$ cat src/rtl/uart_apb_port_consts.svh
// offsets, field positions, reset values and timing counts of the apb port
// Contract
// - apb data bus width is 8, 16 or 32 bits, chosen at build time
// - registers are byte addressed; ordinary registers fit one 8-bit transfer
// - wider registers up to 32 bits need several transfers on narrow buses
// - read data bits above the addressed register width read as zero
// - pready stays high except receive/transmit accesses with fifos enabled
// - receive read on empty fifo stalls until a character arrives
// - transmit write on full fifo stalls until a character leaves
// - stall reaching the programmed timeout period ends with pslverr
// - pslverr and privilege checks exist only with the error option built
// - apb4 writes update only bytes whose strobe bit is high
// - strobe bit n qualifies write data bits 8n+7 down to 8n
// - in fifo access mode receive-fifo-write data is pushed to receive path
// - on 8-bit bus push happens only on the write strobing byte lane 1
// - protected register access without privilege errors, register unchanged
// - error when pprot/level mismatch in any of the three listed cases
// - timeout counter width 0 or 4 to 8; zero times out at once
`ifndef UART_APB_PORT_CONSTS_SVH
`define UART_APB_PORT_CONSTS_SVH

// register byte offsets
`define OFS_RX_TX 8'h00
`define OFS_FIFO_CTRL 8'h08
`define OFS_LINE_CTRL 8'h0C
`define OFS_MODEM_CTRL 8'h10
`define OFS_LINE_STAT 8'h14
`define OFS_SHADOW_LO 8'h30
`define OFS_SHADOW_HI 8'h6C
`define OFS_RX_FIFO_WR 8'h78
`define OFS_TX_LEVEL 8'h80
`define OFS_RX_LEVEL 8'h84
`define OFS_DE_TIMING 8'hB0
`define OFS_TA_TIMING 8'hB4
`define OFS_DIV_FRAC 8'hC0
`define OFS_PARAM 8'hF4
`define OFS_VERSION 8'hF8
`define OFS_TYPE 8'hFC

// significant bits of each register
`define MASK_BYTE 32'h0000_00FF
`define MASK_DATA9 32'h0000_01FF
`define MASK_RFW 32'h0000_03FF
`define MASK_LEVEL 32'h0000_01FF
`define MASK_TIMING 32'h00FF_00FF
`define MASK_FRAC 32'h0000_000F
`define MASK_WORD 32'hFFFF_FFFF

// receive-fifo-write data field
`define RFW_DATA_MSB 8
`define RFW_DATA_W 9

// privilege level bits
`define PROT_PRIV 0
`define PROT_NSEC 1
`define PROT_INSTR 2
`define PROT_LEVEL_RST 3'h2

// timeout counter
`define TMO_CNT_W 9
`define TMO_WIDTH_DEF 4

`endif

$ cat src/rtl/uart_apb_port_pkg.sv
// types shared by the uart apb register port
package uart_apb_port_pkg;

    // access handshake states
    typedef enum logic [1:0] {
        ST_IDLE = 2'b00,
        ST_STALL = 2'b01,
        ST_DONE = 2'b10
    } port_state_t;

    // write committed toward the register file, byte lanes of a 32-bit word
    typedef struct packed {
        logic [7:0] addr;
        logic [31:0] data;
        logic [3:0] be;
    } wr_cmd_t;

    // read committed toward the register file (pops on the receive buffer)
    typedef struct packed {
        logic [7:0] addr;
    } rd_cmd_t;

endpackage

$ cat src/rtl/uart_apb_port.sv
// apb slave register port of the uart: widths, stalls, strobes, privilege
`timescale 1ns/1ns
`default_nettype none
`include "uart_apb_port_consts.svh"

module uart_apb_port
#(
    parameter int DATA_W = 32,
    parameter bit ERR_EN = 1'b0,
    parameter int TMO_W = `TMO_WIDTH_DEF
)
(
    // clock, reset, enable
    input wire logic i_sys_clk,
    input wire logic i_arst_n,
    input wire logic i_clk_en,
    // apb slave
    input wire logic i_psel,
    input wire logic i_penable,
    input wire logic i_pwrite,
    input wire logic [7:0] i_paddr,
    input wire logic [DATA_W-1:0] i_pwdata,
    input wire logic [DATA_W/8-1:0] i_pstrb,
    input wire logic [2:0] i_pprot,
    output logic [DATA_W-1:0] o_prdata,
    output logic o_pready,
    output logic o_pslverr,
    // register file read data for the address on i_paddr
    input wire logic [31:0] i_reg_rdata,
    // fifo status and configuration
    input wire logic i_fifo_en,
    input wire logic i_rx_empty,
    input wire logic i_tx_full,
    input wire logic i_fifo_access_mode,
    input wire logic [2:0] i_prot_level,
    input wire logic [`TMO_CNT_W-1:0] i_timeout_value,
    // committed accesses
    output uart_apb_port_pkg::wr_cmd_t o_wr_cmd,
    output logic o_wr_en,
    output uart_apb_port_pkg::rd_cmd_t o_rd_cmd,
    output logic o_rd_en,
    output logic [`RFW_DATA_W-1:0] o_rfw_data,
    output logic o_rfw_push
);

    localparam int NB = DATA_W / 8;
    localparam logic [1:0] LANE_ALIGN = 2'(~(NB - 1));

    // ==========================================================
    // helpers
    // ==========================================================

    // significant bits of the register at a byte offset
    function automatic logic [31:0] reg_mask(input logic [7:0] a);
        logic [7:0] w;
        w = {a[7:2], 2'b00};
        if (w == `OFS_RX_TX || w == `OFS_LINE_STAT)
            reg_mask = `MASK_DATA9;
        else if (w >= `OFS_SHADOW_LO && w <= `OFS_SHADOW_HI)
            reg_mask = `MASK_DATA9;
        else if (w == `OFS_RX_FIFO_WR)
            reg_mask = `MASK_RFW;
        else if (w == `OFS_TX_LEVEL || w == `OFS_RX_LEVEL)
            reg_mask = `MASK_LEVEL;
        else if (w == `OFS_DE_TIMING || w == `OFS_TA_TIMING)
            reg_mask = `MASK_TIMING;
        else if (w == `OFS_DIV_FRAC)
            reg_mask = `MASK_FRAC;
        else if (w == `OFS_PARAM || w == `OFS_VERSION || w == `OFS_TYPE)
            reg_mask = `MASK_WORD;
        else
            reg_mask = `MASK_BYTE;
    endfunction

    // first byte lane of the word that the current bus beat covers
    function automatic logic [1:0] lane_base(input logic [7:0] a);
        lane_base = a[1:0] & LANE_ALIGN;
    endfunction

    // registers guarded by the privilege level
    function automatic logic is_protected(input logic [7:0] a);
        logic [7:0] w;
        w = {a[7:2], 2'b00};
        is_protected = (w == `OFS_RX_TX) || (w == `OFS_FIFO_CTRL) ||
                       (w == `OFS_LINE_CTRL) || (w == `OFS_MODEM_CTRL);
    endfunction

    // ==========================================================
    // reset release
    // ==========================================================

    logic rst_meta_r;
    logic rst_n_r;

    // assert at once, release after two edges
    always_ff @(posedge i_sys_clk or negedge i_arst_n)
    begin
        if (!i_arst_n)
        begin
            rst_meta_r <= 1'b0;
            rst_n_r <= 1'b0;
        end
        else
        begin
            rst_meta_r <= 1'b1;
            rst_n_r <= rst_meta_r;
        end
    end

    // ==========================================================
    // access decode
    // ==========================================================

    logic setup;
    logic is_data_reg;
    logic stall_now;
    logic priv_err;
    logic [31:0] wdata_word;
    logic [3:0] be_word;
    logic [31:0] rdata_masked;
    logic [31:0] rdata_lane;

    uart_apb_port_pkg::port_state_t state_r;
    logic [7:0] addr_r;
    logic write_r;
    logic [`TMO_CNT_W-1:0] tmo_cnt_r;
    logic timed_out;

    assign setup = i_psel && !i_penable;
    assign is_data_reg = ({i_paddr[7:2], 2'b00} == `OFS_RX_TX);

    // only receive reads and transmit writes can stall, and only with fifos
    assign stall_now = is_data_reg && i_fifo_en &&
                       (i_pwrite ? i_tx_full : i_rx_empty);

    // three mismatch cases between pprot and the programmed level
    assign priv_err = ERR_EN && is_protected(i_paddr) &&
        ((!i_pprot[`PROT_PRIV] && i_prot_level[`PROT_PRIV]) ||
         (i_pprot[`PROT_NSEC] && !i_prot_level[`PROT_NSEC]) ||
         (!i_pprot[`PROT_INSTR] && i_pprot[`PROT_PRIV] &&
          i_prot_level[`PROT_INSTR]));

    // place the bus beat on its lanes of the 32-bit register word
    assign wdata_word = {(32 / DATA_W){i_pwdata}};
    assign be_word = 4'(i_pstrb) << lane_base(i_paddr);

    // zero above register width, then pick the lanes of this beat
    assign rdata_masked = i_reg_rdata & reg_mask(i_paddr);
    assign rdata_lane = rdata_masked >> {lane_base(i_paddr), 3'b000};

    // timeout: width 0 fires at once, else the count once stalled;
    // the counter still holds the last stall's length until a setup
    assign timed_out = ERR_EN && ((TMO_W == 0) ||
        (state_r == uart_apb_port_pkg::ST_STALL &&
         tmo_cnt_r >= i_timeout_value));

    // ==========================================================
    // handshake state
    // ==========================================================

    // stall state keeps the latched address; ends on data or timeout
    always_ff @(posedge i_sys_clk or negedge rst_n_r)
    begin
        if (!rst_n_r)
        begin
            state_r <= uart_apb_port_pkg::ST_IDLE;
            addr_r <= 8'h00;
            write_r <= 1'b0;
        end
        else if (i_clk_en)
        begin
            case (state_r)
                uart_apb_port_pkg::ST_IDLE:
                begin
                    if (setup)
                    begin
                        addr_r <= i_paddr;
                        write_r <= i_pwrite;
                        if (stall_now && !priv_err && !timed_out)
                            state_r <= uart_apb_port_pkg::ST_STALL;
                        else
                            state_r <= uart_apb_port_pkg::ST_DONE;
                    end
                end
                uart_apb_port_pkg::ST_STALL:
                begin
                    if (!stall_now || timed_out)
                        state_r <= uart_apb_port_pkg::ST_DONE;
                end
                uart_apb_port_pkg::ST_DONE:
                begin
                    state_r <= uart_apb_port_pkg::ST_IDLE;
                end
                default:
                begin
                    state_r <= uart_apb_port_pkg::ST_IDLE;
                end
            endcase
        end
    end

    // stall length counter; restarts at 1 at every setup
    always_ff @(posedge i_sys_clk or negedge rst_n_r)
    begin
        if (!rst_n_r)
            tmo_cnt_r <= '0;
        else if (i_clk_en)
        begin
            if (setup && state_r == uart_apb_port_pkg::ST_IDLE)
                tmo_cnt_r <= `TMO_CNT_W'(1);
            else if (state_r == uart_apb_port_pkg::ST_STALL &&
                     !tmo_cnt_r[`TMO_CNT_W-1])
                tmo_cnt_r <= tmo_cnt_r + `TMO_CNT_W'(1);
        end
    end

    // ==========================================================
    // apb answer
    // ==========================================================

    logic finish;
    logic fail;

    // finish: the transfer completes in the next cycle
    always_comb
    begin
        finish = 1'b0;
        fail = 1'b0;
        if (state_r == uart_apb_port_pkg::ST_IDLE && setup)
        begin
            finish = !stall_now || priv_err || timed_out;
            fail = priv_err || (stall_now && timed_out);
        end
        else if (state_r == uart_apb_port_pkg::ST_STALL)
        begin
            finish = !stall_now || timed_out;
            fail = stall_now && timed_out;
        end
    end

    // pready idles high so unstalled accesses need no wait state
    always_ff @(posedge i_sys_clk or negedge rst_n_r)
    begin
        if (!rst_n_r)
        begin
            o_pready <= 1'b1;
            o_pslverr <= 1'b0;
            o_prdata <= '0;
        end
        else if (i_clk_en)
        begin
            if (finish)
            begin
                o_pready <= 1'b1;
                o_pslverr <= fail;
                o_prdata <= fail ? '0 : rdata_lane[DATA_W-1:0];
            end
            else if (setup || state_r == uart_apb_port_pkg::ST_STALL)
            begin
                o_pready <= 1'b0;
                o_pslverr <= 1'b0;
            end
        end
    end

    // ==========================================================
    // committed effects
    // ==========================================================

    // strobes only on a good finish; errors leave fifos and registers alone
    always_ff @(posedge i_sys_clk or negedge rst_n_r)
    begin
        if (!rst_n_r)
        begin
            o_wr_en <= 1'b0;
            o_rd_en <= 1'b0;
            o_wr_cmd <= '0;
            o_rd_cmd <= '0;
        end
        else if (i_clk_en)
        begin
            o_wr_en <= finish && !fail && i_pwrite;
            o_rd_en <= finish && !fail && !i_pwrite;
            if (finish && !fail)
            begin
                o_wr_cmd.addr <= i_paddr;
                o_wr_cmd.data <= wdata_word;
                o_wr_cmd.be <= i_pwrite ? be_word : 4'h0;
                o_rd_cmd.addr <= i_paddr;
            end
        end
    end

    logic rfw_hit;
    logic [`RFW_DATA_W-1:0] rfw_r;
    logic [`RFW_DATA_W-1:0] rfw_nxt;

    assign rfw_hit = finish && !fail && i_pwrite &&
                     ({i_paddr[7:2], 2'b00} == `OFS_RX_FIFO_WR);

    // merge strobed lanes into the held data field
    always_comb
    begin
        rfw_nxt = rfw_r;
        if (be_word[0])
            rfw_nxt[7:0] = wdata_word[7:0];
        if (be_word[1])
            rfw_nxt[`RFW_DATA_MSB] = wdata_word[`RFW_DATA_MSB];
    end

    // the 8-bit bus fills the field over two beats; lane 1 triggers the push
    always_ff @(posedge i_sys_clk or negedge rst_n_r)
    begin
        if (!rst_n_r)
        begin
            rfw_r <= '0;
            o_rfw_data <= '0;
            o_rfw_push <= 1'b0;
        end
        else if (i_clk_en)
        begin
            o_rfw_push <= 1'b0;
            if (rfw_hit)
            begin
                rfw_r <= rfw_nxt;
                if (i_fifo_access_mode && be_word[1])
                begin
                    o_rfw_data <= rfw_nxt;
                    o_rfw_push <= 1'b1;
                end
            end
        end
    end

endmodule
`default_nettype wire

$ cat config.mk
export PLATFORM = sky130hd
export DESIGN_NAME = uart_apb_port
export DESIGN_NICKNAME = d
export VERILOG_FILES = /design/src/rtl/uart_apb_port_pkg.sv /design/src/rtl/uart_apb_port.sv
export VERILOG_INCLUDE_DIRS = /design/src /design/src/rtl
export SDC_FILE = /design/constraint.sdc
export NUM_CORES = 1
export LEC_CHECK = 0
export BUFFER_PORTS_ARGS = -buffer_cell sky130_fd_sc_hd__buf_2
export CAP_MARGIN = 25
export CORE_MARGIN = 10
export CORE_UTILIZATION = 42
export CTS_CLUSTER_SIZE = 12
export DETAILED_ROUTE_END_ITERATION = 6
export GPL_TIMING_DRIVEN = 1
export MAX_ROUTING_LAYER = met4
export PLACE_DENSITY = 0.78
export SKIP_CTS_REPAIR_TIMING = 1
export SLEW_MARGIN = 20
export SYNTH_ARGS = -nofsm -noshare
export SYNTH_HDL_FRONTEND = slang
export SYNTH_SLANG_ARGS = --single-unit
$ cat constraint.sdc
create_clock -name i_sys_clk -period 3.09 [get_ports i_sys_clk]
set_clock_uncertainty 0.15 [all_clocks]
set_input_delay 0.927 -clock i_sys_clk [delete_from_list [all_inputs] [get_ports i_sys_clk]]
set_output_delay 0.927 -clock i_sys_clk [all_outputs]
set_load 0.005 [all_outputs]
Word level (Yosys, flattened, before mapping)

Cells that the tools add are included.

Register bits: 103
Input port bits: 101
Logic and storage cells: 78

$lt $le $gt $ge: 2
Eq/ne operators: 13
Multiplexer cells: 22
Bitwise gates (word level): 1
Reduce and logical (&&, ||, !) cells: 26

Operator list:

| operator                                             | number |
|---|---|
| two-way mux 32 bit                                   | 7 |
| equality test 6 bit (second input constant)          | 8 |
| AND 32 bit                                           | 1 |
| logical AND 1 bit                                    | 9 |
| two-way mux 1 bit                                    | 9 |
| >= comparator 8 x 6 -> 1 bit (second input constant) | 1 |
| <= comparator 8 x 7 -> 1 bit (second input constant) | 1 |
| two-way mux 8 bit                                    | 1 |
| equality test 6 x 3 -> 1 bit (second input constant) | 1 |
| equality test 6 x 5 -> 1 bit (second input constant) | 1 |
| zero test 6 bit                                      | 1 |
| logical OR 1 bit                                     | 6 |
| two-way mux 2 bit                                    | 3 |
| AND reduction 2 bit                                  | 3 |
| AND reduction 3 bit                                  | 2 |
| two-way mux 4 bit                                    | 1 |
| != test 2 bit (second input constant)                | 2 |
| one-hot mux 2 bit (2 select lines)                   | 1 |
| zero test 1 bit                                      | 3 |
| equality test 2 x 1 -> 1 bit (second input constant) | 1 |
| zero test 2 bit                                      | 1 |
| nonzero test 2 bit                                   | 1 |

Depth between registers and ports, before layout

Word-level depth: 11
Mapped depth: 9
Depth with buffers taken out: 5

Worst setup path after synthesis

OpenSTA, ideal clock, no wires.

Path type: input to register
Start point: in i_paddr[4]
End point: reg o_rfw_data[8]
Setup time: 0.125 ns
Arrival time: 2.414 ns
Setup slack: 0.402 ns
Stages on the path: 7
Cells stage by stage: buf_2 -> nand2_1 -> or4_4 -> nor2_1 -> and3_1 -> buf_6 -> mux2_2

Cells in the longest elaborated chain, start to end: 9
Elaborated cells on any way between the ends: 10
Those cells by class: 1 x eq/ne; 2 x mux; 7 x reduce/logical

RTL lines:

| item                                   | RTL line                                   | source |
|---|---|---|
| from (decl)                            | uart_apb_port.sv:21                        | `input wire logic [7:0] i_paddr,` |
| zero test 6 bit (no source line)       | -                                          |  |
| logical AND 1 bit (2 in series)        | uart_apb_port.sv:133                       | `assign stall_now = is_data_reg && i_fifo_en &&` |
| zero test 1 bit                        | uart_apb_port.sv:231, uart_apb_port.sv:236 |  |
| two-way mux 1 bit                      | uart_apb_port.sv:234                       | `else if (state_r == uart_apb_port_pkg::ST_STALL)` |
| two-way mux 1 bit                      | uart_apb_port.sv:229                       | `if (state_r == uart_apb_port_pkg::ST_IDLE && setup)` |
| logical AND 1 bit                      | uart_apb_port.sv:298                       | `assign rfw_hit = finish && !fail && i_pwrite &&` |
| logical AND 1 bit *                    | uart_apb_port.sv:298                       |  |
| AND reduction 3 bit (no source line) * | -                                          |  |
| to (signal assigned)                   | uart_apb_port.sv:328                       | `o_rfw_data <= rfw_nxt;` |
| to (decl)                              | uart_apb_port.sv:42                        | `` output logic [`RFW_DATA_W-1:0] o_rfw_data, `` |

Every way passes the cells marked *; elsewhere a longest branch is shown, timed or not.
A chain may end at the register's enable or synchronous reset.

Final worst setup path

Start point: in i_paddr[5]
End point: reg o_rfw_data[0]

Same word-level chain as after synthesis.

==> out/qor.csv <==
metric,value,unit
leakage,0.00311,uW
grt_first_pass_wirelength,18600,um
grt_pass1_vias,3759,
status,completed,
synth_mux_area_share,7.09,%
drt_wl_total,11500,um
antenna_found_initial,2,
timing.final.crit_period,2560,ps
synthXorXnorAreaFrac,0.212,%
wire_per_inst,16.0,um
met1_usage,18.7,%
synth.avg_cell_area,10.2,um2
drive_gt1_share,41.9,%
clkTransAtPathRegs,100,ps
track_usage,16.2,%
gr-usage-met2,26.9,%
worst_pin_slew,720,ps
worstSetupPathType,primary input to flip-flop,
vias,3444,
vias_per_cell,4.80,
setup_violations,0,
die_area,14200,um2
synth_compound_area_share,6.15,%
yosys_warnings,0,
synth_nets,507,
fin_nets,679,
syn-cell-area,4130,um2
ant_nets,0,
cts_tree,done,
post-route-period-util,82.7,%
rrSetupSlack,1070,ps
rsz0062_at_grt,false,
grt_overflow,0,
place_congestion,0.786,
syn_inst,406,
mostFrequentLayoutCell,buf_2,
cts_buffers,9,
dr.first_iter.drc_count,157,
hpwlAfterDp,8910,um
p_per_area,576,nW/um2
ir_drop,0.274,mV
area_delta_synth_final,29.5,%
cp.required,3180,ps
maxSlewViolCount,0,
synthAdderAreaFrac,0,%
max-slew-margin-rel,52.0,%
yosysUniqueCellTypes,36,
cts_root_buf,clkbuf_8,
ioPinCount,199,
first_pass_iters,6,
path_max_fanout,9,
drc_errors,0,
cts_sinks,101,
dieHeight,119,um
grt_max_degree,50,
synth_top_family_by_area,simple AND/OR/NAND/NOR gates,
h-tree-depth,3,
arrival,2640,ps
portBuffers,182,
initial_utilization,42.6,%
coreArea,9680,um2
setup-tns-final,0,ps
clk_latency,350,ps
ys_seq_area_share,61.3,%
rows,36,
die_x,119,um
grt_util_met3,4.77,%
hold_slack,190,ps
layout_common_cells,"buf_2, nand2_1, dfrtp_1",
cts_buffer_depth,2,
yosys_register_bits,101,
max_cap_violations,0,
gr-max-usage-layer,met2,
hold_viol_final,0,
startpoint_type,primary input,
max_freq,391,MHz
hp-class,primary input to async pin,
yosys.area_share.simple,20.4,%
worstSetupEndpointType,flip-flop,
[power breakdown]
part           leakage [uW]  internal (uW)  switching (uW)
Combinational       0.00168            275             315
Sequential          0.00132           1510             111
Clock              0.000104            389             478
[through the flow]
stage	total power, uW	instance area (um2)	setup WS, ps	util, %	cells
floorplan	1920	4130	402	-	406
global placement	2220	5130	234	53.0	700
detailed placement	2250	5130	190	53.0	700
CTS	3120	5340	574	55.1	716
global route	3270	5350	470	55.2	718
finish	3080	5350	534	55.2	718
[kinds of logic (layout without fill, tap and decap cells)]
kind of cell | Yosys count | count (layout)
xor+xnor | 1 | 1
buf+inv | 36 | 213
mux | 26 | 26
flops | 101 | 101
simple gates | 205 | 205
compound gates | 35 | 35
other cells | 2 | 4
[flip-flops by register name, summed over array words and instances (netlist names)]
signal and cells:
o_rd_en 1, o_pready 1, o_rfw_data 9, o_prdata 32, rst_n_r 1, rst_meta_r 1
o_rfw_push 1, o_wr_cmd 44, state_r 2, o_wr_en 1, rfw_r 8
[path summary, 6_finish.rpt]
kind	from	end	cells after the start
hold reg to reg	rst_n_r	o_prdata[21]	0
hold / removal	i_arst_n	rst_n_r	1
min in group i_sys_clk	rst_meta_r	rst_n_r	0
setup / recovery	i_paddr[5]	o_rfw_data[0]	7
max in group asynchronous	rst_n_r	o_rfw_data[0]	1
setup reg to reg	state_r[0]	o_prdata[9]	4
[cells in the mapped netlist (all sizes together)]
library cell / n / area [um2]
nand2: 167 / 627
dfrtp: 100 / 2500
mux2: 26 / 293
buf: 25 / 153
nand3: 17 / 85.1
a22o: 15 / 131
nor2: 8 / 30.0
clkbuf: 7 / 26.3
o21ai: 7 / 35.0
a21oi: 4 / 20.0
inv: 4 / 15.0
nor3: 3 / 26.3
a31oi: 2 / 12.5
conb: 2 / 7.51
nand2b: 2 / 12.5
nor2b: 2 / 12.5
nor4: 2 / 18.8
a21o: 1 / 7.51
and3: 1 / 6.26
dfstp: 1 / 26.3
nand4: 1 / 6.26
o2111ai: 1 / 8.76
o211ai: 1 / 7.51
o22ai: 1 / 6.26
o2bb2ai: 1 / 8.76
o311ai: 1 / 8.76
o31ai: 1 / 7.51
or3: 1 / 6.26
or4: 1 / 11.3
xnor2: 1 / 8.76
[critical path: stages]
cell and delay [ps]:
buf_2 180, nand2_1 150, or4_4 560, nor2_1 140
and3_1 180, buf_4 160, mux2_2 340
[area by class of cell]
type	instances	area [um2]
Sequential cell	101	2530
Fill cell	867	4340
Multi-Input combinational cell	269	1430
Timing Repair Buffer	193	993
Antenna cell	2	5.00
Tap cell	133	166
Inverter	4	15.0
Clock buffer	9	124
Clock inverter	7	82.6
[layer usage]
| metal | up-vias | wire, um |
|---|---|---|
| met5 | - | 0 |
| met4 | 0 | 167 |
| met3 | 14 | 826 |
| met2 | 125 | 5710 |
| met1 | 1654 | 4760 |
| li1 | 1651 | - |
Note: power is estimated with default switching activity, not from simulation.
